File: src/rtl/lsl_pkg.sv
package lsl_pkg;
   localparam int LSL_W = 8;
   localparam int LSL_FAULT_HI = 6;
   localparam int LSL_FAULT_LO = 5;
   localparam logic [7:0] LSL_ZERO8 = 8'h00;
   // host register offsets
   localparam logic [3:0] LSL_A_CTRL = 4'h0;
   localparam logic [3:0] LSL_A_DATA = 4'h1;
   localparam logic [3:0] LSL_A_RX = 4'h2;
   localparam logic [3:0] LSL_A_STAT = 4'h3;
   localparam logic [3:0] LSL_A_IRQ = 4'h4;
   localparam logic [3:0] LSL_A_MASK = 4'h5;
   localparam logic [3:0] LSL_A_DIV = 4'h6;
   localparam int LSL_CTRL_GO = 0;
   localparam int LSL_CTRL_BLANK = 1;
   localparam int LSL_IRQ_DONE = 0;
   localparam int LSL_IRQ_FAULT = 1;
   localparam int LSL_IRQ_BAD = 2;
   localparam logic [7:0] LSL_DIV_RST = 8'h08;
   localparam logic [3:0] LSL_BITS_LAST = 4'h7;
   typedef enum logic [2:0] {
      LSL_IDLE = 3'b000,
      LSL_CLKLO = 3'b001,
      LSL_CLKHI = 3'b011,
      LSL_LATCH = 3'b010,
      LSL_UNLAT = 3'b110
   } lsl_state_e;
endpackage

File: src/rtl/lsl_if.sv
`timescale 1ns/1ns
interface lsl_if;
   logic sclk;
   logic sdin;
   logic latch_load;
   logic blank_n;
   logic sdout;
   modport dev (input sclk, input sdin, input latch_load, input blank_n, output sdout);
   modport host (output sclk, output sdin, output latch_load, output blank_n, input sdout);
endinterface

File: src/rtl/lsl_host.sv
`timescale 1ns/1ns
module lsl_host import lsl_pkg::*; (
   input wire logic REF_CLK_I,
   input wire logic SRST_I,
   lsl_if.host LINK,
   input wire logic [3:0] ADDR_I,
   input wire logic [7:0] WDATA_I,
   input wire logic WR_I,
   input wire logic RD_I,
   output logic [7:0] RDATA_O,
   output logic BUSY_O,
   output logic IRQ_O
);
   // ------------------------------------------------------------
   // registers
   // ------------------------------------------------------------
   logic [7:0] tx_ff;
   logic [7:0] sent_ff;
   logic [7:0] rx_ff;
   logic [7:0] div_ff;
   logic blank_ff;
   logic [2:0] irq_ff;
   logic [2:0] mask_ff;
   logic fault_ff;
   logic bad_ff;
   logic go;
   logic done_ev;
   logic fault_ev;
   logic bad_ev;
   lsl_state_e st_ff;
   assign go = WR_I && ADDR_I == LSL_A_CTRL && WDATA_I[LSL_CTRL_GO] && st_ff == LSL_IDLE;
   always_ff @(posedge REF_CLK_I) begin
      if (SRST_I) begin
         tx_ff <= LSL_ZERO8;
         div_ff <= LSL_DIV_RST;
         blank_ff <= 1'b1;
         mask_ff <= 3'h0;
      end else if (WR_I) begin
         case (ADDR_I)
            LSL_A_DATA: tx_ff <= WDATA_I;
            LSL_A_DIV: div_ff <= (WDATA_I == LSL_ZERO8) ? 8'h01 : WDATA_I;
            LSL_A_MASK: mask_ff <= WDATA_I[2:0];
            LSL_A_CTRL: blank_ff <= WDATA_I[LSL_CTRL_BLANK];
            default: ;
         endcase
      end
   end
   always_ff @(posedge REF_CLK_I) begin
      if (SRST_I) begin
         irq_ff <= 3'h0;
      end else begin
         irq_ff <= ((RD_I && ADDR_I == LSL_A_IRQ) ? 3'h0 : irq_ff) | {bad_ev, fault_ev, done_ev};
      end
   end
   always_ff @(posedge REF_CLK_I) begin
      if (SRST_I) begin
         RDATA_O <= LSL_ZERO8;
      end else if (RD_I) begin
         case (ADDR_I)
            LSL_A_CTRL: RDATA_O <= {6'h00, blank_ff, 1'b0};
            LSL_A_DATA: RDATA_O <= tx_ff;
            LSL_A_RX: RDATA_O <= rx_ff;
            LSL_A_STAT: RDATA_O <= {5'h00, bad_ff, fault_ff, st_ff != LSL_IDLE};
            LSL_A_IRQ: RDATA_O <= {5'h00, irq_ff};
            LSL_A_MASK: RDATA_O <= {5'h00, mask_ff};
            LSL_A_DIV: RDATA_O <= div_ff;
            default: RDATA_O <= LSL_ZERO8;
         endcase
      end else begin
         RDATA_O <= LSL_ZERO8;
      end
   end
   assign IRQ_O = |(irq_ff & mask_ff);
   // ------------------------------------------------------------
   // transfer engine: MSB first, returned word captured
   // ------------------------------------------------------------
   logic [7:0] cnt_ff;
   logic [3:0] bit_ff;
   logic [7:0] sh_ff;
   logic sclk_ff;
   logic le_ff;
   logic tick;
   assign tick = cnt_ff == div_ff - 8'h01;
   always_ff @(posedge REF_CLK_I) begin
      if (SRST_I || st_ff == LSL_IDLE || tick) begin
         cnt_ff <= LSL_ZERO8;
      end else begin
         cnt_ff <= cnt_ff + 8'h01;
      end
   end
   always_ff @(posedge REF_CLK_I) begin
      if (SRST_I) begin
         st_ff <= LSL_IDLE;
         sclk_ff <= 1'b0;
         le_ff <= 1'b0;
         bit_ff <= 4'h0;
         sh_ff <= LSL_ZERO8;
         sent_ff <= LSL_ZERO8;
         rx_ff <= LSL_ZERO8;
      end else begin
         case (st_ff)
            LSL_IDLE: if (go) begin
               sh_ff <= tx_ff;
               sent_ff <= tx_ff;
               bit_ff <= 4'h0;
               st_ff <= LSL_CLKLO;
            end
            LSL_CLKLO: if (tick) begin
               // sample returned bit just before the rising edge
               rx_ff <= {rx_ff[6:0], LINK.sdout};
               sclk_ff <= 1'b1;
               st_ff <= LSL_CLKHI;
            end
            LSL_CLKHI: if (tick) begin
               sclk_ff <= 1'b0;
               sh_ff <= {sh_ff[6:0], 1'b0};
               bit_ff <= bit_ff + 4'h1;
               st_ff <= (bit_ff == LSL_BITS_LAST) ? LSL_LATCH : LSL_CLKLO;
            end
            LSL_LATCH: if (tick) begin
               le_ff <= 1'b1;
               st_ff <= LSL_UNLAT;
            end
            LSL_UNLAT: if (tick) begin
               le_ff <= 1'b0;
               st_ff <= LSL_IDLE;
            end
            default: st_ff <= LSL_IDLE;
         endcase
      end
   end
   assign done_ev = st_ff == LSL_UNLAT && tick;
   // status from previous word returned in rx_ff
   logic ok_pair;
   assign ok_pair = rx_ff[LSL_FAULT_HI] == rx_ff[LSL_FAULT_LO];
   always_ff @(posedge REF_CLK_I) begin
      if (SRST_I) begin
         fault_ff <= 1'b0;
         bad_ff <= 1'b0;
      end else if (done_ev) begin
         fault_ff <= ok_pair & rx_ff[LSL_FAULT_HI];
         bad_ff <= !ok_pair;
      end
   end
   logic [7:0] prev_ff;
   always_ff @(posedge REF_CLK_I) begin
      if (SRST_I) begin
         prev_ff <= LSL_ZERO8;
      end else if (done_ev) begin
         prev_ff <= sent_ff;
      end
   end
   logic chain_bad;
   assign chain_bad = {rx_ff[7], rx_ff[4:0]} != {prev_ff[7], prev_ff[4:0]};
   assign fault_ev = done_ev && ok_pair && rx_ff[LSL_FAULT_HI];
   assign bad_ev = done_ev && (!ok_pair || chain_bad);
   assign LINK.sclk = sclk_ff;
   assign LINK.sdin = sh_ff[LSL_W-1];
   assign LINK.latch_load = le_ff;
   assign LINK.blank_n = blank_ff;
   assign BUSY_O = st_ff != LSL_IDLE;
endmodule

File: src/flat_wrapper.sv
// flat-port wrapper written by rule: the top's interface ports become plain ports
module lsl_host_flat import lsl_pkg::*;
  (REF_CLK_I, SRST_I, ADDR_I, WDATA_I, WR_I, RD_I, RDATA_O, BUSY_O, IRQ_O, LINK_sclk, LINK_sdin, LINK_latch_load, LINK_blank_n, LINK_sdout);
  lsl_if LINK_i ();
  input wire logic REF_CLK_I;
  input wire logic SRST_I;
  input wire logic [3:0] ADDR_I;
  input wire logic [7:0] WDATA_I;
  input wire logic WR_I;
  input wire logic RD_I;
  output logic [7:0] RDATA_O;
  output logic BUSY_O;
  output logic IRQ_O;
  output wire logic [$bits(LINK_i.sclk)-1:0] LINK_sclk;
  output wire logic [$bits(LINK_i.sdin)-1:0] LINK_sdin;
  output wire logic [$bits(LINK_i.latch_load)-1:0] LINK_latch_load;
  output wire logic [$bits(LINK_i.blank_n)-1:0] LINK_blank_n;
  input wire logic [$bits(LINK_i.sdout)-1:0] LINK_sdout;
  assign LINK_sclk = LINK_i.sclk;
  assign LINK_sdin = LINK_i.sdin;
  assign LINK_latch_load = LINK_i.latch_load;
  assign LINK_blank_n = LINK_i.blank_n;
  assign LINK_i.sdout = LINK_sdout;
  lsl_host u_core (.REF_CLK_I(REF_CLK_I), .SRST_I(SRST_I), .LINK(LINK_i), .ADDR_I(ADDR_I), .WDATA_I(WDATA_I), .WR_I(WR_I), .RD_I(RD_I), .RDATA_O(RDATA_O), .BUSY_O(BUSY_O), .IRQ_O(IRQ_O));
endmodule
File: config.mk
export PLATFORM = sky130hd
export DESIGN_NAME = lsl_host_flat
export DESIGN_NICKNAME = d
export VERILOG_FILES = /design/src/rtl/lsl_pkg.sv /design/src/rtl/lsl_if.sv /design/src/rtl/lsl_host.sv /design/src/flat_wrapper.sv
export SDC_FILE = /design/constraint.sdc
export NUM_CORES = 1
export LEC_CHECK = 0
export ABC_AREA = 1
export BUFFER_PORTS_ARGS = -buffer_cell sky130_fd_sc_hd__buf_2
export CAP_MARGIN = 20
export CORE_MARGIN = 4
export CORE_UTILIZATION = 59
export CTS_BUF_LIST = sky130_fd_sc_hd__clkbuf_16
export DETAILED_ROUTE_END_ITERATION = 8
export PLACE_DENSITY = 0.79
export SLEW_MARGIN = 20
export SYNTH_ARGS = -nofsm -noshare
export SYNTH_HDL_FRONTEND = slang
export SYNTH_SLANG_ARGS = --single-unit
File: constraint.sdc
create_clock -name REF_CLK_I -period 2.38 [get_ports REF_CLK_I]
set_input_delay 0.357 -clock REF_CLK_I [delete_from_list [all_inputs] [get_ports REF_CLK_I]]
set_output_delay 0.357 -clock REF_CLK_I [all_outputs]
set_load 0.05 [all_outputs]
---- Word-level counts from Yosys, hierarchy flattened ----
Index checks and enable logic that the tools add are counted.
storage, ports and cells
  output and inout bits ................... 14
  word-level logic and storage cells ...... 94
  flip-flop bits (word level) ............. 82
  bits of input ports ..................... 17
operators by class
  muxes and demuxes ....................... 20
  reduce and logical (&&, ||, !) cells .... 31
  add/subtract/negate cells ............... 3
  bitwise logic cells ..................... 4
  equality and inequality tests ........... 19
operators by type and width
  cell                   count
  $pmux W8 S7            1
  $mux W8                3
  $mux W3                6
  $eq A4 B3 Y1 const B   4
  $pmux W8 S2            1
  $pmux W3 S5            1
  $reduce_and A2 Y1      6
  $ne A2 B1 Y1 const B   5
  $reduce_and A3 Y1      3
  $add A8 B1 Y8 const B  1
  $eq A4 B2 Y1 const B   2
  $eq A8 B8 Y1           1
  $logic_and A1 B1 Y1    8
  $logic_not A8 Y1       1
  $mux W4                2
  $pmux W4 S2            1
  $sub A8 B1 Y8 const B  1
  $eq A3 B2 Y1 const B   2
  $ne A6 B6 Y1           1
  $reduce_bool A2 Y1     3
  $reduce_and A5 Y1      1
  $add A4 B1 Y4 const B  1
  $eq A4 B1 Y1 const B   1
  $logic_not A4 Y1       1
  other kinds (16)       20

---- Longest topological paths before layout ----
Gate-level depths: netlist (run 1).
  depth after elaboration ................. 6
  mapped depth ............................ 16
  mapped depth without buffers ............ 16

---- Least setup slack after synthesis (run 1) ----
OpenSTA, ideal clock, no wires.
  path kind ............................... reg-to-reg
  start point ............................. register u_core.div_ff[0]
  end point ............................... register u_core.sh_ff[7]
  data required time ...................... 2.246 ns
  stages on the path, launching flop included .. 14
  setup time .............................. 0.134 ns
  arrival ................................. 1.717 ns
  clock period less this slack ............ 1.851 ns
  slack ................................... 0.529 ns
  path buffers ............................ 1
  cell sequence ........................... dfxtp_1 > inv_2 > ha_1 > xor2_1 > nand3_1 > nor2_1 > nand2_1 > nor2_2 > nand2_4 > nand2_4 > nand2_1 > buf_4 > nand2_1 > a21oi_1
between the ends
  longest elaborated chain between the ends .. 4
ends and longest elaborated chain
  what                                RTL line         source
  from (decl)                         lsl_host.sv:20   logic [7:0] div_ff;
  from (signal assigned)              lsl_host.sv:41   LSL_A_DIV: div_ff <= (WDATA_I == LSL_ZERO8) ? 8'h01 : WDATA_I;
  $sub A8 B1 Y8                       lsl_host.sv:83   assign tick = cnt_ff == div_ff - 8'h01;
  $eq A8 B8 Y1                        lsl_host.sv:83
  $ne A2 B1 Y1 (no source line)       n/a
  $reduce_and A3 Y1 (no source line)  n/a
  to (signal assigned)                lsl_host.sv:103  sh_ff <= tx_ff;
  to (signal assigned)                lsl_host.sv:116  sh_ff <= {sh_ff[6:0], 1'b0};
  to (decl)                           lsl_host.sv:79   logic [7:0] sh_ff;
Every way passes these cells.
A chain may end at the register's enable or synchronous reset.

---- Worst setup path after layout (run 1) ----
  start point ............................. register u_core.div_ff[0]
  end point ............................... register u_core.rx_ff[0]
between the ends
  longest elaborated chain between the ends .. 3
ends and longest elaborated chain
  what                                RTL line         source
  $sub A8 B1 Y8                       lsl_host.sv:83
  $eq A8 B8 Y1                        lsl_host.sv:83
  $reduce_and A2 Y1 (no source line)  n/a
  to (signal assigned)                lsl_host.sv:110  rx_ff <= {rx_ff[6:0], LINK.sdout};
  to (decl)                           lsl_host.sv:19   logic [7:0] rx_ff;
Every way passes these cells.

==> impl_metrics.env, run 1 <==
export IMPL_syn_inst=501
export IMPL_netlist_area_leader_share_pct=43.1
export IMPL_power_internal_mw=2.29
export IMPL_crit_family="simple AND/OR/NAND/NOR gates"
export IMPL_cts_tree="yes"
export IMPL_fin_crit_sh_pct=87.8
export IMPL_ctsHoldBuffers=0
export IMPL_clkTransAtPathRegs_ns=0.06
export IMPL_port_buffer_count=30
export IMPL_synth_top_area_cell="dfxtp_1"
export IMPL_hp_class="input pin to flop"
export IMPL_syn_cell_area_um2=3620
export IMPL_min_from="WDATA_I[3]"
export IMPL_worst_pin_slew_ns=0.515
export IMPL_worst_path_buf_inv=2
export IMPL_root_buffer="clkbuf_16"
export IMPL_r2r_start="u_core.div_ff[0]"
export IMPL_ir_drop_mv=0.443
export IMPL_synthFlopType="dfxtp_1"
export IMPL_totalWireLength_um=8950
export IMPL_start_kind="flop"
export IMPL_grt_pass1_wl_um=15100
export IMPL_max_stage_delay_ns=0.39
export IMPL_pin_count=31
export IMPL_grt_pass1_vias=3256
export IMPL_finalHoldViolations=0
export IMPL_start_util_pct=60.8
export IMPL_synth_area_leaders="dfxtp_1 (43%), nand2_1 (11%), a21oi_1 (7.9%)"
export IMPL_antenna_found_initial=0
export IMPL_synth_edf_count=0
export IMPL_ys_seq_area_share_pct=43.1
export IMPL_num_antenna_cells=0
export IMPL_ys_types=36
export IMPL_use_met1_pct=33.6
export IMPL_p_sw_uw=974
export IMPL_p_leak_nw=1.74
export IMPL_track_usage_pct=25.5
export IMPL_row_count=28
export IMPL_cp_required_ns=2.60
export IMPL_synth_async_reset_ratio_pct=0
export IMPL_synth_avg_cell_area_um2=7.23
export IMPL_fin_worst_skew_ns=0.00704
export IMPL_whs_endpoint="u_core.tx_ff[3]"
export IMPL_end_kind="flop"
export IMPL_cap_violations=0
export IMPL_p_comb_share_pct=17.9
export IMPL_clock_latency_ns=0.33
export IMPL_grt_busiest_layer="met2"
export IMPL_ant_nets=0
export IMPL_ys_seq_elements=78
export IMPL_worst_r2r_path_depth=14
export IMPL_crit_arrival_ns=2.30
export IMPL_core_area_um2=5960
export IMPL_postCtsSetupBuffers=0
export IMPL_reg2reg_to="u_core.rx_ff[0]"
export IMPL_wl_per_cell_um=14.6
export IMPL_vias=3497
export IMPL_grt_util_met2_pct=40.6
export IMPL_grt_max_degree=32
export IMPL_power_share_switching_pct=29.8
export IMPL_crit_type="flop to flop"
export IMPL_drtIter0Drc=154
export IMPL_seqPwrFrac_pct=42.1
export IMPL_crit_slowest_cell="dfxtp_1"
export IMPL_clk_path_buf_depth=2
export IMPL_hold_depth=3
export IMPL_power_density_nw_per_um2=796
export IMPL_run_status="complete, no violations"
export IMPL_h_tree_depth=3
export IMPL_synth_common_cells="nand2_1 (105), dfxtp_1 (78), a21oi_1 (57), inv_1 (57), nand3_1 (41)"
export IMPL_setup_violations=0
export IMPL_max_freq_mhz=479
export IMPL_fin_util_pct=68.9
export IMPL_grt_ovfl_total=0
export IMPL_dp_hpwl_um=6280
export IMPL_timing_final_crit_period_ns=2.09
export IMPL_gr_usage_met3_pct=4.18
export IMPL_drc=0
export IMPL_synth_most_common_cell="nand2_1"
export IMPL_yosys_warnings=0
export IMPL_gp_congestion=0.882
export IMPL_setup_tns_ns=0
export IMPL_rsz0062_at_grt="no"
export IMPL_first_pass_iters=5
export IMPL_drive_gt1_share_pct=12.7
export IMPL_path_common_cell="nand2_1"
export IMPL_nets=553
export IMPL_area_growth_pct=13.3
export IMPL_via_per_inst=5.72
export IMPL_clkPwrFrac_pct=40.0
export IMPL_cts_resized=0
export IMPL_hold_ws_ns=0.330
export IMPL_path_max_fanout=19
export IMPL_worstPathCellList="inv_2 > ha_1 > nand2_1 > nand2_1 > nand2_1 > nand3_1 > nor2_1 > nand2_1 > nor2_2 > nand2_4 > inv_8 > nand2_4 > o21ai_0 > a21oi_1"
export IMPL_drv_slew=0
export IMPL_tritoncts_num_buffers=9
export IMPL_setup_reg_to_reg_worst_slack_ns=0.29
export IMPL_synth_nets=522
export IMPL_dieWidth_um=86.4
export IMPL_dieArea_um2=7460
export IMPL_slew_headroom_pct=65.5
export IMPL_die_y_um=86.4
export IMPL_clock_sinks=78
worst min-delay path, stage by stage:
cell     delay [ns]
buf_2          0.12
nand3_1        0.08
a21oi_1        0.06
cells in the final DEF, fill, tap and decap left out, drive strengths merged:
cell and count:
dfxtp 78, buf 36, a221oi 1, nand2 109
a211oi 3, nor3b 1, or2 1, inv 62
a2111oi 2, clkinvlp 1, clkbuf 9, ha 4
xor2 7, o22ai 9, xnor2 3, o21ai 41
nand3 42, o221ai 4, nor4 1, nand3b 1
nand4 10, o21a 1, nor2 42, nor3 4
a31oi 1, bufinv 1, a21oi 59, clkinv 3
worst max-delay path by stage:
stage                      from          endpoint  slack [ns]  cells after the start
6_report       u_core.div_ff[0]   u_core.rx_ff[0]        0.29                     14
4_1_cts        u_core.div_ff[0]   u_core.sh_ff[0]        0.18                     13
3_3_place_gp   u_core.div_ff[0]  u_core.bit_ff[1]        0.31                     12
2_1_floorplan  u_core.div_ff[0]   u_core.sh_ff[7]        0.53                     13
5_1_grt        u_core.div_ff[1]  u_core.cnt_ff[4]        0.05                     10
3_5_place_dp   u_core.div_ff[0]   u_core.sh_ff[0]        0.23                     14
metal layers:
| metal | up-vias | wire [um] |
|---|---|---|
| met5 | - | 0 |
| met2 | 133 | 4110 |
| met1 | 1611 | 3930 |
| li1 | 1727 | - |
| met4 | 0 | 240 |
| met3 | 26 | 666 |
power groups by stage:
| stage | combinational, mW | sequential, mW | clock [mW] |
|---|---|---|---|
| after floorplan | 0.437 | 1.40 | 0 |
| after global placement | 0.559 | 1.40 | 0 |
| after detailed placement | 0.565 | 1.40 | 0 |
| after CTS | 0.573 | 1.37 | 1.32 |
| after global routing | 0.653 | 1.38 | 1.38 |
| final | 0.585 | 1.38 | 1.31 |
area by class of cell:
class,count,area [um2]
clock buffer,9,225
clock inverter,6,55.1
fill,524,1850
inverter,61,236
multi-input combinational,346,1740
sequential,78,1560
tap,75,93.8
timing repair buffer,36,195
stage by stage:
step	worst slack, ns	total power, mW	instances	cell area, um2
final	0.291	3.27	611	4100
after global routing	0.0487	3.41	611	4100
after CTS	0.176	3.26	611	4100
after detailed placement	0.226	1.97	596	3820
after global placement	0.306	1.96	596	3820
after floorplan	0.529	1.84	501	3620
kinds of logic after synthesis:
group	synth area share (%)
AO/OA/AOI/OAI	18.5
buffers and inverters	9.02
flip-flops	43.1
adder cells (fa/ha/maj)	1.38
XOR/XNOR	2.42
AND/OR/NAND/NOR	25.6
sequential cells by signal, summed over array words and instances, names as in the netlist:
name / cells
u_core.LINK.blank_n: 1
u_core.LINK.latch_load: 1
u_core.LINK.sclk: 1
u_core.RDATA_O: 8
u_core.bad_ff: 1
u_core.bit_ff: 4
u_core.cnt_ff: 8
u_core.div_ff: 8
u_core.fault_ff: 1
u_core.irq_ff: 3
u_core.mask_ff: 3
u_core.prev_ff: 6
u_core.rx_ff: 8
u_core.sent_ff: 6
u_core.sh_ff: 8
u_core.st_ff: 3
u_core.tx_ff: 8
(Power assumes the default switching activity.)
==> run 2: changes to the inputs <==
--- a/config.mk
+++ b/config.mk
@@ -13,6 +13,8 @@
 export CTS_BUF_LIST = sky130_fd_sc_hd__clkbuf_16
 export DETAILED_ROUTE_END_ITERATION = 8
 export PLACE_DENSITY = 0.79
+export REMOVE_ABC_BUFFERS = 1
+export SKIP_LAST_GASP = 1
 export SLEW_MARGIN = 20
 export SYNTH_ARGS = -nofsm -noshare
 export SYNTH_HDL_FRONTEND = slang
==> impl_metrics.env, run 2 (synthesis results as in run 1) <==
export IMPL_run_status="complete, no violations"
export IMPL_port_buffer_count=30
export IMPL_slew_headroom_pct=67.4
export IMPL_fin_worst_skew_ns=0.00893
export IMPL_ctsHoldBuffers=0
export IMPL_setup_violations=0
export IMPL_path_max_fanout=19
export IMPL_area_growth_pct=14.0
export IMPL_cts_resized=0
export IMPL_row_count=28
export IMPL_antenna_found_initial=0
export IMPL_grt_pass1_wl_um=15200
export IMPL_grt_ovfl_total=0
export IMPL_rsz0062_at_grt="no"
export IMPL_clock_latency_ns=0.34
export IMPL_mostFrequentLayoutCell="nand2_1"
export IMPL_end_kind="flop"
export IMPL_crit_family="simple AND/OR/NAND/NOR gates"
export IMPL_grt_max_degree=32
export IMPL_grt_pass1_vias=3265
export IMPL_hold_ws_ns=0.305
export IMPL_setup_tns_ns=0
export IMPL_via_per_inst=5.69
export IMPL_track_usage_pct=25.9
export IMPL_p_leak_nw=1.76
export IMPL_fin_crit_sh_pct=88.8
export IMPL_die_y_um=86.4
export IMPL_tritoncts_num_buffers=9
export IMPL_first_pass_iters=5
export IMPL_dieArea_um2=7460
export IMPL_drtIter0Drc=270
export IMPL_core_area_um2=5960
export IMPL_h_tree_depth=3
export IMPL_ir_drop_mv=0.686
export IMPL_most_common_layout_cells="nand2_1 (104), dfxtp_1 (78), inv_1 (57), a21oi_1 (57), nand3_1 (41)"
export IMPL_crit_slowest_cell="dfxtp_1"
export IMPL_worstPathCellList="inv_2 > ha_1 > inv_1 > nand2_1 > nand3_1 > nand3_1 > nor2_1 > nand2_1 > nor2_2 > nand2_4 > inv_8 > nand2_4 > o21ai_0 > a21oi_1"
export IMPL_power_density_nw_per_um2=803
export IMPL_root_buffer="clkbuf_16"
export IMPL_crit_arrival_ns=2.34
export IMPL_max_stage_delay_ns=0.37
export IMPL_dp_hpwl_um=6510
export IMPL_vias=3495
export IMPL_drc=0
export IMPL_hp_class="input pin to flop"
export IMPL_cap_violations=0
export IMPL_finalHoldViolations=0
export IMPL_worst_path_buf_inv=3
export IMPL_postCtsSetupBuffers=0
export IMPL_totalWireLength_um=9120
export IMPL_cts_tree="yes"
export IMPL_clk_path_buf_depth=2
export IMPL_start_util_pct=60.8
export IMPL_crit_type="flop to flop"
export IMPL_clkTransAtPathRegs_ns=0.06
export IMPL_max_freq_mhz=473
export IMPL_drive_gt1_share_pct=13.2
export IMPL_timing_final_crit_period_ns=2.11
export IMPL_drv_slew=0
export IMPL_clock_sinks=78
export IMPL_cp_required_ns=2.60
export IMPL_gp_congestion=0.921
export IMPL_dieWidth_um=86.4
export IMPL_worst_pin_slew_ns=0.487
export IMPL_wl_per_cell_um=14.9
export IMPL_ant_nets=0
export IMPL_pin_count=31
export IMPL_start_kind="flop"
export IMPL_nets=555
export IMPL_num_antenna_cells=0
## run 2: where the power goes
group / leakage (nW) / internal [mW] / total [mW] / switching, mW
sequential: 0.630 / 1.34 / 1.38 / 0.0342
clock: 0.144 / 0.804 / 1.34 / 0.536
combinational: 0.982 / 0.157 / 0.601 / 0.444
total: 1.76 / 2.30 / 3.32 / 1.01
## run 2: stage by stage
step	cell area, um2	total power, mW	cells	worst slack, ns	utilization [%]
6_report	4130	3.32	614	0.266	69.3
5_1_grt	4130	3.46	614	0.0606	69.3
4_1_cts	4130	3.31	614	0.194	69.3
3_5_place_dp	3840	1.98	598	0.220	64.4
3_3_place_gp	3840	1.97	598	0.289	64.4
2_1_floorplan	3530	1.79	485	0.493	-
## run 2: cell type report
| cell class | count | area (um2) |
|---|---|---|
| Clock buffer | 9 | 225 |
| Clock inverter | 7 | 65.1 |
| Fill cell | 504 | 1830 |
| Inverter | 61 | 236 |
| Multi-Input combinational cell | 346 | 1740 |
| Sequential cell | 78 | 1560 |
| Tap cell | 75 | 93.8 |
| Timing Repair Buffer | 38 | 210 |
## run 2: worst paths after layout
path                                       start              end  slack (ns)  cells past startpoint
worst min register to register   u_core.sh_ff[7]  u_core.sh_ff[7]        0.46                      2
worst min-delay path                  LINK_sdout  u_core.rx_ff[0]        0.31                      3
worst max register to register  u_core.div_ff[0]  u_core.rx_ff[3]        0.27                     14
worst max-delay path            u_core.div_ff[0]  u_core.rx_ff[3]        0.27                     14
## run 2: worst min-delay path: stages
cell and delay [ns]:
buf_2 0.07, o21ai_0 0.07, a21oi_1 0.11
## run 2: metal layers
| metal | vias up | part of all wire (%) | wire length [um] | track usage [%] |
|---|---|---|---|---|
| met5 | - | 0 | 0 | 0 |
| met4 | 0 | 2.5 | 227 | 10.6 |
| met3 | 26 | 6.4 | 584 | 6.75 |
| met2 | 133 | 47 | 4260 | 41.8 |
| met1 | 1604 | 44 | 4050 | 33.0 |
| li1 | 1732 | - | - | - |
